### src/pkg/i2c_seq_pkg.sv
// Constants, types and register layout for the two-wire master sequencer
`default_nettype none
package i2c_seq_pkg;

  ////////////////////////////////////////////////////////////////////////////
  // Register byte addresses
  localparam logic [3:0] CTRL_ADDR = 4'h0;
  localparam logic [3:0] STAT_ADDR = 4'h4;
  localparam logic [3:0] DIV_ADDR = 4'h8;
  localparam logic [3:0] BUF_ADDR = 4'hc;

  // Bit positions in the second control register
  localparam int START_POS = 0;
  localparam int RESTART_POS = 1;
  localparam int STOP_POS = 2;
  localparam int RX_EN_POS = 3;
  localparam int ACK_SEQ_POS = 4;
  localparam int ACK_DATA_POS = 5;
  localparam int ACK_STAT_POS = 6;

  // Bit positions in the serial status register
  localparam int BF_POS = 0;
  localparam int START_DET_POS = 3;
  localparam int WRITE_COLLISION_FLAG_POS = 4;
  localparam int RX_OV_POS = 5;
  localparam int BUS_COLL_POS = 6;
  localparam int SER_INT_POS = 7;

  ////////////////////////////////////////////////////////////////////////////
  // Values after reset and counts
  localparam logic [6:0] DIV_RESET = 7'h3f;
  localparam logic [6:0] BAUD_SHORT_MASK = 7'h3f; // Divisor bits 5:0
  localparam logic [6:0] BAUD_STEP = 7'h01;       // Two steps per instruction cycle
  localparam logic [3:0] LAST_DATA_BIT = 4'h7;
  localparam logic [3:0] ACK_BIT = 4'h8;
  localparam logic [31:0] READ_RESET = 32'h0000_0000;

  ////////////////////////////////////////////////////////////////////////////
  // Sequencer phases
  typedef enum logic [4:0] {
    PH_IDLE,
    PH_START_WAIT, PH_START_HOLD,
    PH_RS_LOW, PH_RS_SDA, PH_RS_REL, PH_RS_HIGH, PH_RS_HOLD,
    PH_TX_LOW, PH_TX_REL, PH_TX_HIGH,
    PH_RX_LOW, PH_RX_REL, PH_RX_HIGH,
    PH_AK_LOW, PH_AK_REL, PH_AK_HIGH,
    PH_SP_LOW, PH_SP_CNT, PH_SP_REL, PH_SP_HIGH, PH_SP_END
  } phase_t;

  // Avalon-MM slave request and answer
  typedef struct packed {
    logic read;
    logic write;
    logic [3:0] address;
    logic [3:0] byteenable;
    logic [31:0] writedata;
  } avs_req_t;

  typedef struct packed {
    logic [31:0] readdata;
    logic waitrequest;
  } avs_rsp_t;

  // Open-drain line sides
  typedef struct packed {
    logic scl_in;
    logic sda_in;
  } line_in_t;

  typedef struct packed {
    logic scl_out;
    logic scl_oe;
    logic sda_out;
    logic sda_oe;
  } line_out_t;

  // Whole state of the sequencer
  typedef struct packed {
    phase_t phase;
    logic [1:0] scl_sync;
    logic [1:0] sda_sync;
    logic [6:0] baud_cnt;
    logic [3:0] bit_cnt;
    logic [7:0] shift;
    logic [7:0] buffer;
    logic [6:0] divisor;
    logic start_req;
    logic restart_req;
    logic stop_req;
    logic rx_en;
    logic ack_seq;
    logic ack_data;
    logic ack_status;
    logic buffer_full;
    logic start_det;
    logic write_collision_flag;
    logic rx_ov;
    logic bus_coll;
    logic ser_int;
    line_out_t drive;
    avs_rsp_t rsp;
  } seq_state_t;

endpackage : i2c_seq_pkg
`default_nettype wire

### src/logic/i2c_master_sequencer.sv
// Two-wire master sequencer: start, repeated start, byte send and receive
//
// Contract
// - Start request checks both lines high, loads counter from divisor 6:0, counts.
// - Timeout with lines high: pull data low, clock high; set start-detected bit 3.
// - Reload, count again; at timeout clear start request, stop counter, data low.
// - Line low at start, or clock low before data low: collision, abort, idle.
// - Buffer write during start, restart, send or receive: no change, write collision.
// - Low five control bits ignored until the running sequence or byte completes.
// - Repeated start acts only from idle; requested otherwise it has no effect.
// - Restart: clock low, then load divisor 5:0, release data; data high frees clock.
// - Clock high: load 6:0, both high one period, data low one period, clear request.
// - Restart sets start-detected on the pattern; interrupt flag waits for timeout.
// - Restart collision: data low as clock rises, or clock falls before data low.
// - Buffer write starts a byte: buffer-full set, baud counter starts timing.
// - Each bit placed after clock falls; clock low one period, high one period.
// - On eighth falling edge clear buffer-full and release data for acknowledge.
// - Ninth falling edge samples data into acknowledge status bit 6.
// - After ninth clock set interrupt flag, stop counter, clock low, data unchanged.
// - Receiving, each counter timeout toggles clock; data shifts into shift register.
// - After eighth fall: clear receive enable, load buffer, set full and interrupt, idle.
// - Reading the buffer after a reception clears buffer-full.
// - Byte received while buffer-full still set raises receive overflow.
// - Baud counter steps twice per instruction cycle, stops at zero until reloaded.
`default_nettype none
module i2c_master_sequencer
  import i2c_seq_pkg::*;
(
  // Clock and reset
  input wire logic core_clk,
  input wire logic rst,
  // Register bus
  input wire avs_req_t bus_req,
  output avs_rsp_t bus_rsp,
  // Open-drain bus lines
  input wire line_in_t line_in,
  output line_out_t line_out
);

  ////////////////////////////////////////////////////////////////////////////
  seq_state_t st;
  seq_state_t next_st;

  // Outputs straight from the state register
  assign bus_rsp = st.rsp;
  assign line_out = st.drive;

  ////////////////////////////////////////////////////////////////////////////
  // Register images for read-back
  function automatic logic [31:0] ctrl_word(input seq_state_t s);
    logic [31:0] w;
    w = READ_RESET;
    w[START_POS] = s.start_req;
    w[RESTART_POS] = s.restart_req;
    w[STOP_POS] = s.stop_req;
    w[RX_EN_POS] = s.rx_en;
    w[ACK_SEQ_POS] = s.ack_seq;
    w[ACK_DATA_POS] = s.ack_data;
    w[ACK_STAT_POS] = s.ack_status;
    return w;
  endfunction : ctrl_word

  function automatic logic [31:0] stat_word(input seq_state_t s);
    logic [31:0] w;
    w = READ_RESET;
    w[BF_POS] = s.buffer_full;
    w[START_DET_POS] = s.start_det;
    w[WRITE_COLLISION_FLAG_POS] = s.write_collision_flag;
    w[RX_OV_POS] = s.rx_ov;
    w[BUS_COLL_POS] = s.bus_coll;
    w[SER_INT_POS] = s.ser_int;
    return w;
  endfunction : stat_word

  ////////////////////////////////////////////////////////////////////////////
  // Next-state logic
  always_comb
  begin
    logic scl_hi;
    logic sda_hi;
    logic timeout;
    logic collide;
    logic busy;
    logic acc;
    logic wr;
    logic rd;
    logic [6:0] load_long;
    logic [6:0] load_short;
    logic [31:0] wd;
    next_st = st;
    // Only the second stage of each synchroniser is looked at
    next_st.scl_sync = {st.scl_sync[0], line_in.scl_in};
    next_st.sda_sync = {st.sda_sync[0], line_in.sda_in};
    scl_hi = st.scl_sync[1];
    sda_hi = st.sda_sync[1];
    collide = 1'b0;
    load_long = st.divisor;
    load_short = st.divisor & BAUD_SHORT_MASK;
    wd = bus_req.writedata;
    busy = (st.phase != PH_IDLE) || st.start_req || st.restart_req || st.stop_req ||
           st.rx_en || st.ack_seq;

    // counter steps down, halts at zero
    timeout = (st.baud_cnt == 7'h00);
    if (!timeout)
      next_st.baud_cnt = st.baud_cnt - BAUD_STEP;

    // Bus handshake: one wait cycle, then the access is taken
    acc = (bus_req.read || bus_req.write) && !st.rsp.waitrequest;
    wr = acc && bus_req.write && bus_req.byteenable[0];
    rd = acc && bus_req.read;
    next_st.rsp.waitrequest = 1'b1;
    if ((bus_req.read || bus_req.write) && st.rsp.waitrequest)
    begin
      next_st.rsp.waitrequest = 1'b0;
      case (bus_req.address)
        CTRL_ADDR: next_st.rsp.readdata = ctrl_word(st);
        STAT_ADDR: next_st.rsp.readdata = stat_word(st);
        DIV_ADDR: next_st.rsp.readdata = {25'h0000000, st.divisor};
        BUF_ADDR: next_st.rsp.readdata = {24'h000000, st.buffer};
        default: next_st.rsp.readdata = READ_RESET;
      endcase
    end

    // Software writes land first so a hardware set in the same cycle wins
    if (wr)
    begin
      case (bus_req.address)
        CTRL_ADDR:
        begin
          next_st.ack_data = wd[ACK_DATA_POS];
          if (!busy)
          begin
            next_st.start_req = wd[START_POS];
            next_st.restart_req = wd[RESTART_POS];
            next_st.stop_req = wd[STOP_POS];
            next_st.rx_en = wd[RX_EN_POS];
            next_st.ack_seq = wd[ACK_SEQ_POS];
          end
        end
        STAT_ADDR:
        begin
          // Write one to clear
          if (wd[WRITE_COLLISION_FLAG_POS])
            next_st.write_collision_flag = 1'b0;
          if (wd[RX_OV_POS])
            next_st.rx_ov = 1'b0;
          if (wd[BUS_COLL_POS])
            next_st.bus_coll = 1'b0;
          if (wd[SER_INT_POS])
            next_st.ser_int = 1'b0;
        end
        DIV_ADDR: next_st.divisor = wd[6:0];
        default: ;
      endcase
    end

    if (rd && (bus_req.address == BUF_ADDR) && (st.phase == PH_IDLE))
      next_st.buffer_full = 1'b0;

    ////////////////////////////////////////////////////////////////////////
    // Line sequencing
    case (st.phase)
      PH_IDLE:
      begin
        if (st.start_req)
        begin
          if (scl_hi && sda_hi)
          begin
            next_st.baud_cnt = load_long;
            next_st.drive.scl_oe = 1'b0;
            next_st.drive.sda_oe = 1'b0;
            next_st.phase = PH_START_WAIT;
          end
          else
            collide = 1'b1;
        end
        else if (st.restart_req)
        begin
          next_st.drive.scl_oe = 1'b1;
          next_st.phase = PH_RS_LOW;
        end
        else if (st.stop_req)
        begin
          next_st.drive.sda_oe = 1'b1;
          next_st.phase = PH_SP_LOW;
        end
        else if (st.rx_en)
        begin
          next_st.drive.scl_oe = 1'b1;
          next_st.drive.sda_oe = 1'b0;
          next_st.bit_cnt = 4'h0;
          next_st.baud_cnt = load_long;
          next_st.phase = PH_RX_LOW;
        end
        else if (st.ack_seq)
        begin
          next_st.drive.scl_oe = 1'b1;
          next_st.drive.sda_oe = !st.ack_data;
          next_st.baud_cnt = load_long;
          next_st.phase = PH_AK_LOW;
        end
      end
      PH_START_WAIT:
      begin
        if (!scl_hi)
          collide = 1'b1;
        else if (!sda_hi || timeout)
        begin
          next_st.drive.sda_oe = 1'b1;
          next_st.start_det = 1'b1;
          next_st.baud_cnt = load_long;
          next_st.phase = PH_START_HOLD;
        end
      end
      PH_START_HOLD:
      begin
        // done: request cleared, data held low
        if (timeout)
        begin
          next_st.start_req = 1'b0;
          next_st.ser_int = 1'b1;
          next_st.phase = PH_IDLE;
        end
      end
      PH_RS_LOW:
      begin
        // clock seen low: short load, data released
        if (!scl_hi)
        begin
          next_st.baud_cnt = load_short;
          next_st.drive.sda_oe = 1'b0;
          next_st.phase = PH_RS_SDA;
        end
      end
      PH_RS_SDA:
      begin
        if (timeout)
        begin
          if (sda_hi)
          begin
            next_st.drive.scl_oe = 1'b0;
            next_st.phase = PH_RS_REL;
          end
          else
            collide = 1'b1;
        end
      end
      PH_RS_REL:
      begin
        if (scl_hi)
        begin
          if (!sda_hi)
            collide = 1'b1;
          else
          begin
            next_st.baud_cnt = load_long;
            next_st.phase = PH_RS_HIGH;
          end
        end
      end
      PH_RS_HIGH:
      begin
        if (!scl_hi || !sda_hi)
          collide = 1'b1;
        else if (timeout)
        begin
          next_st.drive.sda_oe = 1'b1;
          next_st.baud_cnt = load_long;
          next_st.phase = PH_RS_HOLD;
        end
      end
      PH_RS_HOLD:
      begin
        if (!sda_hi && scl_hi)
          next_st.start_det = 1'b1;
        if (timeout)
        begin
          next_st.restart_req = 1'b0;
          next_st.ser_int = 1'b1;
          next_st.phase = PH_IDLE;
        end
      end
      PH_TX_LOW:
      begin
        // bit follows the fall by a cycle, so no false start or stop
        // ninth slot left free for the acknowledge
        next_st.drive.sda_oe = (st.bit_cnt != ACK_BIT) && !st.shift[7];
        // low for one period, then release
        if (timeout)
        begin
          next_st.drive.scl_oe = 1'b0;
          next_st.phase = PH_TX_REL;
        end
      end
      PH_TX_REL:
      begin
        // High time counts only once the clock is really high
        if (scl_hi)
        begin
          next_st.baud_cnt = load_long;
          next_st.phase = PH_TX_HIGH;
        end
      end
      PH_TX_HIGH:
      begin
        if (timeout)
        begin
          next_st.drive.scl_oe = 1'b1;
          if (st.bit_cnt == ACK_BIT)
          begin
            next_st.ack_status = sda_hi;
            next_st.ser_int = 1'b1;
            next_st.phase = PH_IDLE;
          end
          else
          begin
            next_st.bit_cnt = st.bit_cnt + 4'h1;
            next_st.shift = {st.shift[6:0], 1'b0};
            // eighth fall: buffer empty, data freed next cycle
            if (st.bit_cnt == LAST_DATA_BIT)
              next_st.buffer_full = 1'b0;
            next_st.baud_cnt = load_long;
            next_st.phase = PH_TX_LOW;
          end
        end
      end
      PH_RX_LOW:
      begin
        if (timeout)
        begin
          next_st.drive.scl_oe = 1'b0;
          next_st.phase = PH_RX_REL;
        end
      end
      PH_RX_REL:
      begin
        if (scl_hi)
        begin
          next_st.baud_cnt = load_long;
          next_st.phase = PH_RX_HIGH;
        end
      end
      PH_RX_HIGH:
      begin
        if (timeout)
        begin
          next_st.shift = {st.shift[6:0], sda_hi};
          next_st.drive.scl_oe = 1'b1;
          if (st.bit_cnt == LAST_DATA_BIT)
          begin
            next_st.rx_en = 1'b0;
            next_st.buffer = {st.shift[6:0], sda_hi};
            if (st.buffer_full)
              next_st.rx_ov = 1'b1;
            next_st.buffer_full = 1'b1;
            next_st.ser_int = 1'b1;
            next_st.phase = PH_IDLE;
          end
          else
          begin
            next_st.bit_cnt = st.bit_cnt + 4'h1;
            next_st.baud_cnt = load_long;
            next_st.phase = PH_RX_LOW;
          end
        end
      end
      PH_AK_LOW:
      begin
        if (timeout)
        begin
          next_st.drive.scl_oe = 1'b0;
          next_st.phase = PH_AK_REL;
        end
      end
      PH_AK_REL:
      begin
        if (scl_hi)
        begin
          next_st.baud_cnt = load_long;
          next_st.phase = PH_AK_HIGH;
        end
      end
      PH_AK_HIGH:
      begin
        if (timeout)
        begin
          next_st.drive.scl_oe = 1'b1;
          next_st.ack_seq = 1'b0;
          next_st.ser_int = 1'b1;
          next_st.phase = PH_IDLE;
        end
      end
      PH_SP_LOW:
      begin
        if (!sda_hi)
        begin
          next_st.baud_cnt = load_long;
          next_st.phase = PH_SP_CNT;
        end
      end
      PH_SP_CNT:
      begin
        if (timeout)
        begin
          next_st.drive.scl_oe = 1'b0;
          next_st.phase = PH_SP_REL;
        end
      end
      PH_SP_REL:
      begin
        if (scl_hi)
        begin
          next_st.baud_cnt = load_long;
          next_st.phase = PH_SP_HIGH;
        end
      end
      PH_SP_HIGH:
      begin
        if (timeout)
        begin
          next_st.drive.sda_oe = 1'b0;
          next_st.baud_cnt = load_long;
          next_st.phase = PH_SP_END;
        end
      end
      PH_SP_END:
      begin
        // Bus free again: start pattern no longer current
        if (timeout)
        begin
          next_st.stop_req = 1'b0;
          next_st.start_det = 1'b0;
          next_st.ser_int = 1'b1;
          next_st.phase = PH_IDLE;
        end
      end
      default: next_st.phase = PH_IDLE;
    endcase

    if (collide)
    begin
      next_st.bus_coll = 1'b1;
      next_st.start_req = 1'b0;
      next_st.restart_req = 1'b0;
      next_st.stop_req = 1'b0;
      next_st.rx_en = 1'b0;
      next_st.ack_seq = 1'b0;
      next_st.drive.scl_oe = 1'b0;
      next_st.drive.sda_oe = 1'b0;
      next_st.phase = PH_IDLE;
    end

    // Buffer write: launch a byte or report collision
    if (wr && (bus_req.address == BUF_ADDR))
    begin
      if (busy)
        next_st.write_collision_flag = 1'b1;
      else
      begin
        next_st.buffer = wd[7:0];
        next_st.shift = wd[7:0];
        next_st.buffer_full = 1'b1;
        next_st.bit_cnt = 4'h0;
        next_st.baud_cnt = load_long;
        // clock low first; the first bit follows a cycle later
        next_st.drive.scl_oe = 1'b1;
        next_st.phase = PH_TX_LOW;
      end
    end
  end

  ////////////////////////////////////////////////////////////////////////////
  // State register
  always_ff @(posedge core_clk)
  begin
    if (rst)
    begin
      st <= '0;
      st.phase <= PH_IDLE;
      st.scl_sync <= 2'b11;
      st.sda_sync <= 2'b11;
      st.divisor <= DIV_RESET;
      st.rsp.waitrequest <= 1'b1;
      st.rsp.readdata <= READ_RESET;
    end
    else
      st <= next_st;
  end

endmodule : i2c_master_sequencer
`default_nettype wire

### config.mk
export PLATFORM = sky130hd
export DESIGN_NAME = i2c_master_sequencer
export DESIGN_NICKNAME = d
export VERILOG_FILES = /design/src/pkg/i2c_seq_pkg.sv /design/src/logic/i2c_master_sequencer.sv
export SDC_FILE = /design/constraint.sdc
export NUM_CORES = 1
export LEC_CHECK = 0
export BUFFER_PORTS_ARGS = -buffer_cell sky130_fd_sc_hd__buf_4
export CORE_MARGIN = 2
export CORE_UTILIZATION = 39
export DETAILED_ROUTE_END_ITERATION = 10
export GPL_TIMING_DRIVEN = 1
export SYNTH_ARGS = -nofsm -noshare
export SYNTH_HDL_FRONTEND = slang
export SYNTH_SLANG_ARGS = --single-unit
### constraint.sdc
create_clock -name core_clk -period 3.2 [get_ports core_clk]
set_input_delay 0.16 -clock core_clk [delete_from_list [all_inputs] [get_ports core_clk]]
set_output_delay 0.16 -clock core_clk [all_outputs]
set_load 0.01 [all_outputs]
==> results_dict.tcl <==
set metrics [dict create \
    path_buf_inv 1 \
    synthesis.instances 792 \
    drtIter0Drc 819 \
    drive_gt1_share_pct 15.5 \
    cts_buffers 9 \
    antenna_found_initial 0 \
    grt_use_total_pct 25.9 \
    fin_worst_hold_slack_ns 0.00847 \
    synthAdderAreaFrac_pct 0.862 \
    p_per_area_nw_per_um2 523 \
    slew-limit-headroom_pct 24.8 \
    p_leak_nw 2.45 \
    worst_pin_slew_ns 1.12 \
    yosys.area.top_type "dfxtp_1" \
    cp_top_family "compound AO/OA/AOI/OAI gates" \
    postSynth.asyncResetShare_pct 0 \
    start_util_pct 39.9 \
    overflow 0 \
    fin_worst_skew_ns 0.00783 \
    grt_use_met1_pct 36.9 \
    rrSetupSlack_ns 0.44 \
    clock-sinks 67 \
    cts-root-buf "clkbuf_16" \
    postCtsSetupBuffers 0 \
    grt_use_met3_pct 5.95 \
    rsz0062_at_grt "false" \
    period_needed_ns 2.76 \
    dieArea_sq_um 15900 \
    cts_tree "yes" \
    critical_path_required_ns 3.43 \
    muxShareOfSynthArea_pct 4.57 \
    dr.pass1.iters 6 \
    fillers 1566 \
    synth_edf_count 0 \
    crit_slowest_cell "a21oi_1" \
    synth_compound_area_share_pct 30.6 \
    dp_hpwl_mm 14.9 \
    cp-end-kind "flip-flop" \
    hp-class "primary input to flip-flop" \
    wire_per_inst_um 21.2 \
    synth_top_family_by_area "compound AO/OA/AOI/OAI gates" \
    globalRouteMet2Util_pct 37.5 \
    area_growth_pct 9.20 \
    core_sq_um 14500 \
    vias_per_cell 6.36 \
    drv_cap 0 \
    path_max_fanout 8 \
    crit_arrival_ns 2.98 \
    setup.worst_path.class "flip-flop to flip-flop" \
    synth_area_leaders "dfxtp_1, buf_4, nand2_1" \
    cts_hold_buf 0 \
    pre_cts_ws_ns 0.524 \
    antennaDiodeCount 0 \
    vias 6215 \
    cpPeakStageDelay_ns 0.55 \
    finalSetupTns_ns 0 \
    timing.final.ws_setup_ns 0.445 \
    avgSynthCellArea_sq_um 7.33 \
    io_pins 83 \
    first_global_vias 5767 \
    synthSimpleGateAreaFrac_pct 29.1 \
    fmax_mhz 363 \
    grt_max_degree 50 \
    synthDistinctLibCells 83 \
    yosysWarningCount 0 \
    synth-seq-cells 67 \
    die_w_um 126 \
    synth_top_area_share_pct 23.1 \
    slew_viol_final 0 \
    die_h_um 126 \
    fin_crit_sh_pct 86.1 \
    fp-row-count 44 \
    clockBufferDepth 2 \
    total_power_mw 3.31 \
    setup-violations-final 0 \
    ant_nets 0 \
    grt_pass1_wl_mm 32.6 \
    drc 0 \
    finalHoldViolations 0 \
    final_cell_mix "nand2_1, nor2_1, dfxtp_1, buf_4, a21oi_1" \
    worstSkewPairLatency_ns 0.34 \
    clk_pin_slew_ns 0.06 \
    yosys_most_used_dff "dfxtp_1" \
    post_cts_resized 0 \
    finalWirelength_mm 20.7 \
    ir_worst_vdd_v 0.000278 \
    yosysSeqAreaShare_pct 23.1 \
    routabilityCongestion 0.954 \
    busiest_layer "met2" \
    outcome "completed" \
    port_buffers 29 \
    crit_chain "buf_4 > or3b_2 > a21oi_1 > a221oi_2 > o211ai_1 > a221oi_1 > a311oi_1" \
    synth-xor-area-share_pct 0.905 \
    critPathLaunchType "flip-flop" \
    utilization_pct 43.6 \
    final_common_cell "nand2_1" \
    netlist_area_sq_um 5800 \
    final_nets 839 \
    cts.htree.levels 3 \
]
-- registers in the layout, summed over array words and instances (netlist names) --
register,flops
st,54
line_out,2
bus_rsp,9
next_st,2
-- synth_stat cells, types with 6 or more instances --
master    number
o221ai_1       6
a22oi_1       18
buf_4         38
nor4_1         9
nor3_1        35
nor2b_1       14
and2_1         7
a211oi_1      14
a31oi_1       23
o21ai_0       44
nand2b_1      16
a21oi_1       55
inv_1         14
a311oi_1       8
buf_2         24
or2_2         13
mux2i_1       13
or3_1          8
dfxtp_1       67
clkbuf_1      33
nand3b_1      11
nand3_1       16
a211o_1        8
o21bai_1      14
nand2_1       74
nor2_1        69
and3_1        13
-- logic make-up after synthesis --
group | Yosys count
adders and majority gates | 4
other | 1
muxes | 20
AOI/OAI and AO/OA | 261
DFF | 67
buffers and inverters | 117
xor gates and xnor gates | 6
and+or+nand+nor | 316
-- metrics by stage --
step / area, sq um / cells
floorplan: 5900 / 817
global placement: 6060 / 962
detailed placement: 6060 / 962
CTS: 6340 / 977
global route: 6340 / 977
finish: 6340 / 977
-- layout make-up --
| cell class | instances | area (sq um) | area share [%] |
|---|---|---|---|
| multi-input cells | 633 | 3930 | 62.0 |
| flip-flops and latches | 67 | 1340 | 21.2 |
| repair buffers | 63 | 498 | 7.86 |
| well taps | 184 | 230 | 3.63 |
| clock buffers | 9 | 225 | 3.55 |
| clock inverters | 6 | 57.6 | 0.908 |
| inverters | 15 | 56.3 | 0.888 |
-- where the power goes --
group	switching [mW]	leakage, nW	internal [mW]
Clock	0.377	0.141	0.593
Combinational	0.853	1.77	0.521
Sequential	0.0883	0.543	0.883
-- final timing paths --
kind | startpoint | endpoint | cells past startpoint
worst max-delay path | st[89] | st[82] | 7
worst max register to register | st[89] | st[82] | 7
worst min-delay path | line_in[1] | next_st[87] | 2
worst min register to register | next_st[85] | st[85] | 1
-- per-layer routing --
metal,vias to the layer above,routed length (um)
met5,-,0
met1,2936,8720
met2,343,8940
met4,0,794
met3,55,2270
li1,2881,-
(Power assumes the default switching activity.)
